$ cat src/hw/dcf_pkg.sv
// Constants for the disk-change force register and the two mirror registers.
// Assumes a 32-bit AXI4-Lite register bus with word-aligned registers.
package dcf_pkg;
    // ==========================================================
    // Register indices and byte addresses
    localparam int DCF_ADDR_W = 8;
    localparam logic [7:0] DCF_IDX_FORCE = 8'h1e;
    localparam logic [7:0] DCF_IDX_RATE = 8'h1f;
    localparam logic [7:0] DCF_IDX_FIFO = 8'h20;
    localparam logic [DCF_ADDR_W-1:0] DCF_ADDR_FORCE = DCF_ADDR_W'({DCF_IDX_FORCE, 2'b00});
    localparam logic [DCF_ADDR_W-1:0] DCF_ADDR_RATE = DCF_ADDR_W'({DCF_IDX_RATE, 2'b00});
    localparam logic [DCF_ADDR_W-1:0] DCF_ADDR_FIFO = DCF_ADDR_W'({DCF_IDX_FIFO, 2'b00});

    // ==========================================================
    // Field positions
    localparam int DCF_FC0_BIT = 0;
    localparam int DCF_FC1_BIT = 1;
    localparam int DCF_RATE_RSVD_BIT = 5;
    localparam int DCF_FIFO_RSVD_LO = 4;
    localparam int DCF_FIFO_RSVD_HI = 5;

    // ==========================================================
    // Reset values
    localparam logic [1:0] DCF_FORCE_RST = 2'h3;
    localparam logic [7:0] DCF_RATE_RST = 8'h02;
    localparam logic [7:0] DCF_FIFO_RST = 8'h00;

    // ==========================================================
    // Bus responses
    localparam logic [1:0] DCF_RESP_OKAY = 2'h0;
    localparam logic [1:0] DCF_RESP_SLVERR = 2'h2;
endpackage

$ cat src/hw/dcf_axil_slave.sv
// AXI4-Lite slave front end: one write and one read in flight at a time.
// Assumes the register file decodes combinationally in the same cycle.
module dcf_axil_slave
    import dcf_pkg::*;
(
    // Clock and reset
    input wire logic clk_in,
    input wire logic rst_in,
    // Write address and data
    input wire logic [DCF_ADDR_W-1:0] s_awaddr_in,
    input wire logic s_awvalid_in,
    output logic s_awready_out,
    input wire logic [31:0] s_wdata_in,
    input wire logic [3:0] s_wstrb_in,
    input wire logic s_wvalid_in,
    output logic s_wready_out,
    // Write response
    output logic [1:0] s_bresp_out,
    output logic s_bvalid_out,
    input wire logic s_bready_in,
    // Read address and data
    input wire logic [DCF_ADDR_W-1:0] s_araddr_in,
    input wire logic s_arvalid_in,
    output logic s_arready_out,
    output logic [31:0] s_rdata_out,
    output logic [1:0] s_rresp_out,
    output logic s_rvalid_out,
    input wire logic s_rready_in,
    // Register file side
    output logic wr_en_out,
    output logic [DCF_ADDR_W-1:0] wr_addr_out,
    output logic [31:0] wr_data_out,
    output logic [3:0] wr_strb_out,
    input wire logic wr_ok_in,
    output logic rd_en_out,
    output logic [DCF_ADDR_W-1:0] rd_addr_out,
    input wire logic [31:0] rd_data_in,
    input wire logic rd_ok_in
);
    typedef struct packed {
        logic aw_held;
        logic [DCF_ADDR_W-1:0] awaddr;
        logic w_held;
        logic [31:0] wdata;
        logic [3:0] wstrb;
        logic bvalid;
        logic [1:0] bresp;
        logic rvalid;
        logic [31:0] rdata;
        logic [1:0] rresp;
    } dcf_axs_t;

    dcf_axs_t st;
    dcf_axs_t next_st;

    // ==========================================================
    // Handshakes
    assign s_awready_out = !st.aw_held && !st.bvalid;
    assign s_wready_out = !st.w_held && !st.bvalid;
    assign s_arready_out = !st.rvalid;
    assign s_bvalid_out = st.bvalid;
    assign s_bresp_out = st.bresp;
    assign s_rvalid_out = st.rvalid;
    assign s_rdata_out = st.rdata;
    assign s_rresp_out = st.rresp;
    assign wr_en_out = st.aw_held && st.w_held && !st.bvalid;
    assign wr_addr_out = st.awaddr;
    assign wr_data_out = st.wdata;
    assign wr_strb_out = st.wstrb;
    assign rd_en_out = s_arvalid_in && !st.rvalid;
    assign rd_addr_out = s_araddr_in;

    // ==========================================================
    // Next state
    always_comb begin
        next_st = st;
        if (s_awvalid_in && s_awready_out) begin
            next_st.aw_held = 1'b1;
            next_st.awaddr = s_awaddr_in;
        end
        if (s_wvalid_in && s_wready_out) begin
            next_st.w_held = 1'b1;
            next_st.wdata = s_wdata_in;
            next_st.wstrb = s_wstrb_in;
        end
        if (wr_en_out) begin
            next_st.aw_held = 1'b0;
            next_st.w_held = 1'b0;
            next_st.bvalid = 1'b1;
            next_st.bresp = wr_ok_in ? DCF_RESP_OKAY : DCF_RESP_SLVERR;
        end
        if (st.bvalid && s_bready_in) begin
            next_st.bvalid = 1'b0;
        end
        if (rd_en_out) begin
            next_st.rvalid = 1'b1;
            next_st.rdata = rd_ok_in ? rd_data_in : 32'h0000_0000;
            next_st.rresp = rd_ok_in ? DCF_RESP_OKAY : DCF_RESP_SLVERR;
        end else if (st.rvalid && s_rready_in) begin
            next_st.rvalid = 1'b0;
        end
    end

    always_ff @(posedge clk_in) begin
        if (rst_in) begin
            st <= '0;
        end else begin
            st <= next_st;
        end
    end
endmodule

$ cat src/hw/dcf_regs.sv
// Disk-change force register and read-only mirrors of two write-only registers.
// Assumes the floppy core and first serial port report their writes on clk_in.
// Notes on behaviour
// - Software writing one sets a force bit, writing zero leaves it alone.
// - Step active with drive-one select active clears the drive-one force bit.
// - Step active with drive-zero select active clears the drive-zero force bit.
// - The disk-change flag is the OR of both selected force terms and the changed input.
// - A force bit makes the change appear only while its own drive is selected.
// - Bit 0 of the force register controls drive zero, one meaning active.
// - Bit 1 of the force register controls drive one, one meaning active.
// - Bits 7 to 2 of the force register always read zero.
// - The force register resets to 0x03 on main reset.
// - Bits 1 and 0 of the rate mirror follow the data-rate select bits.
// - Bits 4 to 2 of the rate mirror follow precompensation, bit 5 reads zero.
// - Bit 6 of the rate mirror follows power-down and bit 7 soft reset.
// - The rate mirror resets to 0x02 on main and standby reset.
// - The fifo mirror shows receive reset, transmit reset and dma mode in bits 1 to 3.
// - The fifo mirror resets to 0x00 on main and standby reset.
// - The fifo mirror shows enable in bit 0, trigger level in bits 7 and 6, zero in 5 and 4.
module dcf_regs
    import dcf_pkg::*;
(
    // Clock and resets
    input wire logic clk_in,
    input wire logic rst_in,
    input wire logic standby_power_on_reset_in,
    // AXI4-Lite write address and data
    input wire logic [DCF_ADDR_W-1:0] s_awaddr_in,
    input wire logic s_awvalid_in,
    output logic s_awready_out,
    input wire logic [31:0] s_wdata_in,
    input wire logic [3:0] s_wstrb_in,
    input wire logic s_wvalid_in,
    output logic s_wready_out,
    // AXI4-Lite write response
    output logic [1:0] s_bresp_out,
    output logic s_bvalid_out,
    input wire logic s_bready_in,
    // AXI4-Lite read
    input wire logic [DCF_ADDR_W-1:0] s_araddr_in,
    input wire logic s_arvalid_in,
    output logic s_arready_out,
    output logic [31:0] s_rdata_out,
    output logic [1:0] s_rresp_out,
    output logic s_rvalid_out,
    input wire logic s_rready_in,
    // Drive pins
    input wire logic step_pulse_n_in,
    input wire logic drive0_select_n_in,
    input wire logic drive1_select_n_in,
    input wire logic disk_changed_in_n_in,
    // Source register writes
    input wire logic rate_wr_in,
    input wire logic [7:0] rate_data_in,
    input wire logic fifo_ctrl_wr_in,
    input wire logic [7:0] fifo_ctrl_data_in,
    // Status to the floppy core
    output logic disk_change_flag_out,
    output logic [1:0] force_state_out
);
    typedef struct packed {
        logic [1:0] step_n;
        logic [1:0] ds0_n;
        logic [1:0] ds1_n;
        logic [1:0] chg_n;
        logic [1:0] force_disk_change_ctrl;
        logic [7:0] floppy_rate_mirror;
        logic [7:0] serial1_fifo_ctrl_mirror;
        logic flag;
    } dcf_regs_t;

    dcf_regs_t st;
    dcf_regs_t next_st;

    logic wr_en;
    logic [DCF_ADDR_W-1:0] wr_addr;
    logic [31:0] wr_data;
    logic [3:0] wr_strb;
    logic wr_ok;
    logic rd_en;
    logic [DCF_ADDR_W-1:0] rd_addr;
    logic [31:0] rd_data;
    logic rd_ok;
    logic [1:0] sel;
    logic [1:0] clr;
    logic [1:0] set;

    // ==========================================================
    // Bus front end
    dcf_axil_slave u_bus (
        .clk_in(clk_in),
        .rst_in(rst_in),
        .s_awaddr_in(s_awaddr_in),
        .s_awvalid_in(s_awvalid_in),
        .s_awready_out(s_awready_out),
        .s_wdata_in(s_wdata_in),
        .s_wstrb_in(s_wstrb_in),
        .s_wvalid_in(s_wvalid_in),
        .s_wready_out(s_wready_out),
        .s_bresp_out(s_bresp_out),
        .s_bvalid_out(s_bvalid_out),
        .s_bready_in(s_bready_in),
        .s_araddr_in(s_araddr_in),
        .s_arvalid_in(s_arvalid_in),
        .s_arready_out(s_arready_out),
        .s_rdata_out(s_rdata_out),
        .s_rresp_out(s_rresp_out),
        .s_rvalid_out(s_rvalid_out),
        .s_rready_in(s_rready_in),
        .wr_en_out(wr_en),
        .wr_addr_out(wr_addr),
        .wr_data_out(wr_data),
        .wr_strb_out(wr_strb),
        .wr_ok_in(wr_ok),
        .rd_en_out(rd_en),
        .rd_addr_out(rd_addr),
        .rd_data_in(rd_data),
        .rd_ok_in(rd_ok)
    );

    // ==========================================================
    // Decode
    assign wr_ok = (wr_addr == DCF_ADDR_FORCE) || (wr_addr == DCF_ADDR_RATE)
        || (wr_addr == DCF_ADDR_FIFO);
    assign rd_ok = wr_ok_rd(rd_addr);

    function automatic logic wr_ok_rd(input logic [DCF_ADDR_W-1:0] a);
        wr_ok_rd = (a == DCF_ADDR_FORCE) || (a == DCF_ADDR_RATE) || (a == DCF_ADDR_FIFO);
    endfunction

    // ==========================================================
    // Read mux
    always_comb begin
        rd_data = 32'h0000_0000;
        if (rd_en) begin
            case (rd_addr)
                DCF_ADDR_FORCE: rd_data = {30'h0000_0000, st.force_disk_change_ctrl};
                DCF_ADDR_RATE: rd_data = {24'h00_0000, st.floppy_rate_mirror};
                DCF_ADDR_FIFO: rd_data = {24'h00_0000, st.serial1_fifo_ctrl_mirror};
                default: rd_data = 32'h0000_0000;
            endcase
        end
    end

    // ==========================================================
    // Force bits, set wins over clear
    assign sel = {~st.ds1_n[1], ~st.ds0_n[1]};
    assign clr[DCF_FC0_BIT] = ~(st.step_n[1] | st.ds0_n[1]);
    assign clr[DCF_FC1_BIT] = ~(st.step_n[1] | st.ds1_n[1]);
    assign set = (wr_en && wr_strb[0] && wr_addr == DCF_ADDR_FORCE)
        ? wr_data[1:0] : 2'h0;

    always_comb begin
        next_st = st;
        // Pin synchronisers
        next_st.step_n = {st.step_n[0], step_pulse_n_in};
        next_st.ds0_n = {st.ds0_n[0], drive0_select_n_in};
        next_st.ds1_n = {st.ds1_n[0], drive1_select_n_in};
        next_st.chg_n = {st.chg_n[0], disk_changed_in_n_in};
        // Zero writes leave force bits alone
        next_st.force_disk_change_ctrl = set | (st.force_disk_change_ctrl & ~clr);
        // Flag seen by the floppy core
        next_st.flag = |(sel & st.force_disk_change_ctrl) | ~st.chg_n[1];
        // Mirrors follow source writes, never bus writes; standby reset reloads them and wins over a source write
        if (rate_wr_in) begin
            next_st.floppy_rate_mirror = rate_data_in;
            next_st.floppy_rate_mirror[DCF_RATE_RSVD_BIT] = 1'b0;
        end
        if (fifo_ctrl_wr_in) begin
            next_st.serial1_fifo_ctrl_mirror = fifo_ctrl_data_in;
            next_st.serial1_fifo_ctrl_mirror[DCF_FIFO_RSVD_HI:DCF_FIFO_RSVD_LO] = 2'h0;
        end
        if (standby_power_on_reset_in) begin
            next_st.floppy_rate_mirror = DCF_RATE_RST;
            next_st.serial1_fifo_ctrl_mirror = DCF_FIFO_RST;
        end
    end

    // ==========================================================
    // State register
    always_ff @(posedge clk_in) begin
        if (rst_in) begin
            st <= '0;
            st.step_n <= 2'h3;
            st.ds0_n <= 2'h3;
            st.ds1_n <= 2'h3;
            st.chg_n <= 2'h3;
            st.force_disk_change_ctrl <= DCF_FORCE_RST;
            st.floppy_rate_mirror <= DCF_RATE_RST;
            st.serial1_fifo_ctrl_mirror <= DCF_FIFO_RST;
        end else begin
            st <= next_st;
        end
    end

    assign disk_change_flag_out = st.flag;
    assign force_state_out = st.force_disk_change_ctrl;
endmodule

$ cat config.mk
export PLATFORM = sky130hd
export DESIGN_NAME = dcf_regs
export DESIGN_NICKNAME = d
export VERILOG_FILES = /design/src/hw/dcf_pkg.sv /design/src/hw/dcf_axil_slave.sv /design/src/hw/dcf_regs.sv
export SDC_FILE = /design/constraint.sdc
export NUM_CORES = 1
export LEC_CHECK = 0
export BUFFER_PORTS_ARGS = -buffer_cell sky130_fd_sc_hd__buf_2
export CORE_MARGIN = 1.5
export CORE_UTILIZATION = 46
export DETAILED_ROUTE_END_ITERATION = 6
export PLACE_DENSITY = 0.88
export SLEW_MARGIN = 15
export SYNTH_ARGS = -nofsm -noshare
export SYNTH_HDL_FRONTEND = slang
export SYNTH_SLANG_ARGS = --single-unit
$ cat constraint.sdc
create_clock -name clk_in -period 2.25 [get_ports clk_in]
set_input_delay 0.1125 -clock clk_in [delete_from_list [all_inputs] [get_ports clk_in]]
set_output_delay 0.1125 -clock clk_in [all_outputs]
set_load 0.02 [all_outputs]
==> impl_metrics.tcl <==
set metrics [dict create \
    combPwrFrac_pct 13.6 \
    instances_no_fill 338 \
    worst-endpoint-arrival_ns 1.78 \
    intPower_mw 1.22 \
    cp.required_ns 2.49 \
    cp-end-kind "flop" \
    dpl.cell_count 326 \
    antenna_left 0 \
    fill_cells 411 \
    vias_per_cell 4.80 \
    irDropWorstVdd_mv 0.439 \
    reg2reg_from "u_bus.wr_addr_out[0]" \
    whs_path_depth 2 \
    yosysMostFrequentCell "dfxtp_1" \
    ctsHoldBuffers 4 \
    rr_endpoint "force_state_out[0]" \
    portBuffers 62 \
    drtIter0Drc 105 \
    seq_area_frac_synth_pct 45.9 \
    wl_per_cell_um 11.5 \
    syn-mean-instance-area_um2 8.99 \
    pwr-share-clk_pct 31.8 \
    drive_gt1_share_pct 30.1 \
    cts_sinks 48 \
    swShare_pct 26.5 \
    vias 1623 \
    overflow 0 \
    rsz0062_at_grt "no" \
    period_needed_ns 1.54 \
    rr_worst_depth 4 \
    p_per_area_nw_per_um2 698 \
    slew_headroom_pct 66.6 \
    netlist.area_leader.share_pct 45.9 \
    finalHoldViolCount 0 \
    start_kind "flop" \
    clockBufferDepth 2 \
    io_pins 126 \
    htreeDepth 2 \
    rows 24 \
    gp_congestion 0.759 \
    wirelength_mm 3.88 \
    grt_max_degree 33 \
    cts_root_buf "clkbuf_8" \
    synth_edf_count 0 \
    cts.clk_slew.worst_paths_ns 0.09 \
    setup_viol 0 \
    status "completed" \
    postLayoutCoreUtil_pct 54.8 \
    cts_resized 0 \
    fin_tns_setup_ns 0 \
    cts_tree "done" \
    antenna_found_initial 0 \
    drc_errors 0 \
    synth_top_area_cell "dfxtp_1" \
    num_antenna_cells 0 \
    drv_slew 0 \
    reg2reg_slack_ns 0.71 \
    multi_input_area_um2 905 \
    fp.dieArea_um2 4970 \
    max-cap-violations 0 \
    clk-insertion-delay-late_ns 0.30 \
    critPathMaxFanout 3 \
    initial_core_util_pct 48.1 \
    cts_inserted_buffers 5 \
    seq_area_um2 961 \
    hp-class "input port to flop" \
    hold_start "rate_data_in[1]" \
    power.switching_mw 0.441 \
    fin_crit_sh_pct 68.5 \
    area_delta_synth_final_pct 13.9 \
    drt_pass1_iterations 4 \
    synthesis.area_um2 2090 \
    fp.dieH_um 70.5 \
    finClkSkew_ns 0.00439 \
    dp_hpwl_mm 2.95 \
    fin_nets 367 \
    holdPathEnd "st[10]" \
    ys_warn_count 0 \
    synth_cell_types 31 \
    fmax_mhz 649 \
    die_x_um 70.5 \
    power.share.sequential_pct 54.7 \
    worstMarginPinSlew_ns 0.501 \
    critical_path_class "flop to flop" \
    coreArea_um2 4350 \
    grt_pass1_vias 1390 \
    synth_area_leaders "dfxtp_1 (46%), buf_4 (14%), mux2i_1 (7.2%)" \
    grt_pass1_wl_mm 6.33 \
    netlist_top_cells_count "dfxtp_1 (48), buf_4 (38), nand2_1 (26)" \
    grtUsageTotal_pct 16.5 \
    ys_async_sr_fraction_pct 0 \
    synth-seq-cells 48 \
    synthFlopType "dfxtp_1" \
    post_cts_buffers 0 \
    leakage_nw 1.05 \
    postSynthCellCount 233 \
]
metrics by stage:
stage | setup WS (ns) | instance area [µm²] | hold slack [ns] | power, mW
floorplan | 0.788 | 2190 | 0.216 | 1.12
global placement | 0.702 | 2250 | 0.295 | 1.14
detailed placement | 0.719 | 2250 | 0.298 | 1.15
CTS | 0.685 | 2390 | 0.0298 | 1.68
global route | 0.631 | 2390 | 0.0328 | 1.75
finish | 0.709 | 2390 | 0.0351 | 1.67
final cells by class:
type | instances | area share [%]
Sequential cell | 48 | 40.3
Multi-Input combinational cell | 162 | 37.9
Timing Repair Buffer | 66 | 14.7
Clock buffer | 6 | 3.46
Tap cell | 52 | 2.73
Clock inverter | 2 | 0.629
Inverter | 2 | 0.315
worst max-delay path: stages (launching register included):
cell and delay [ns]:
dfxtp_1 0.33, or4b_2 0.66, nor4_1 0.31, nand2_1 0.10
nand3b_1 0.08
flip-flops by register name (all words and copies together), names as in the netlist:
name	cells
disk_change_flag_out	1
force_state_out	2
next_st	4
st	17
u_bus.s_bresp_out	1
u_bus.s_bvalid_out	1
u_bus.s_rdata_out	7
u_bus.s_rresp_out	1
u_bus.s_rvalid_out	1
u_bus.st	2
u_bus.wr_addr_out	8
u_bus.wr_data_out	2
u_bus.wr_strb_out	1
kinds of logic (layout without fill, tap and decap cells):
logic type	after synthesis	after routing	synth area share [%]
AND/OR/NAND/NOR	86	86	20.8
multiplexers	17	17	8.24
buffers and inverters	49	76	15.6
AO/OA/AOI/OAI	32	32	9.26
flip-flops	48	48	45.9
other	1	27	0.179
routing by layer:
metal,routed length (µm),global-route usage [%],vias to the layer above
met1,1630,20.0,740
met2,1970,27.5,55
met3,214,4.33,6
li1,-,-,822
met5,0,0,-
met4,70,7.05,0
power groups by stage:
| stage | Clock [mW] | Sequential, mW | Combinational, mW |
|---|---|---|---|
| 6_report | 0.529 | 0.910 | 0.226 |
| 5_1_grt | 0.584 | 0.915 | 0.250 |
| 4_1_cts | 0.542 | 0.910 | 0.226 |
| 3_5_place_dp | 0 | 0.930 | 0.220 |
| 3_3_place_gp | 0 | 0.928 | 0.215 |
| 2_1_floorplan | 0 | 0.928 | 0.191 |
how the worst max path moves through the flow:
| stage | from | end | slack (ns) | cells past startpoint |
|---|---|---|---|---|
| detailed placement | u_bus.wr_addr_out[0] | force_state_out[0] | 0.72 | 4 |
| finish | u_bus.wr_addr_out[0] | force_state_out[0] | 0.71 | 4 |
| global placement | u_bus.wr_addr_out[0] | force_state_out[0] | 0.70 | 4 |
| CTS | u_bus.wr_addr_out[0] | force_state_out[0] | 0.69 | 4 |
| global route | u_bus.wr_addr_out[0] | force_state_out[0] | 0.63 | 4 |
| floorplan | u_bus.s_bvalid_out | u_bus.wr_data_out[0] | 0.79 | 5 |
cell usage in the layout (no fill, tap or decap), types with 3 or more instances in the layout:
| master | n |
|---|---|
| buf_2 | 62 |
| nor3_1 | 4 |
| mux2i_1 | 15 |
| o21ai_1 | 6 |
| nand2b_1 | 6 |
| dfxtp_1 | 48 |
| a21oi_1 | 12 |
| o21ai_0 | 3 |
| conb_1 | 27 |
| nand2_1 | 26 |
| clkbuf_8 | 6 |
| nor2_1 | 23 |
| a32oi_1 | 4 |
| nand4_1 | 3 |
| dlygate4sd3_1 | 4 |
| nor4_1 | 3 |
| nand3b_1 | 4 |
| or2_2 | 9 |
(Power assumes the default switching activity.)
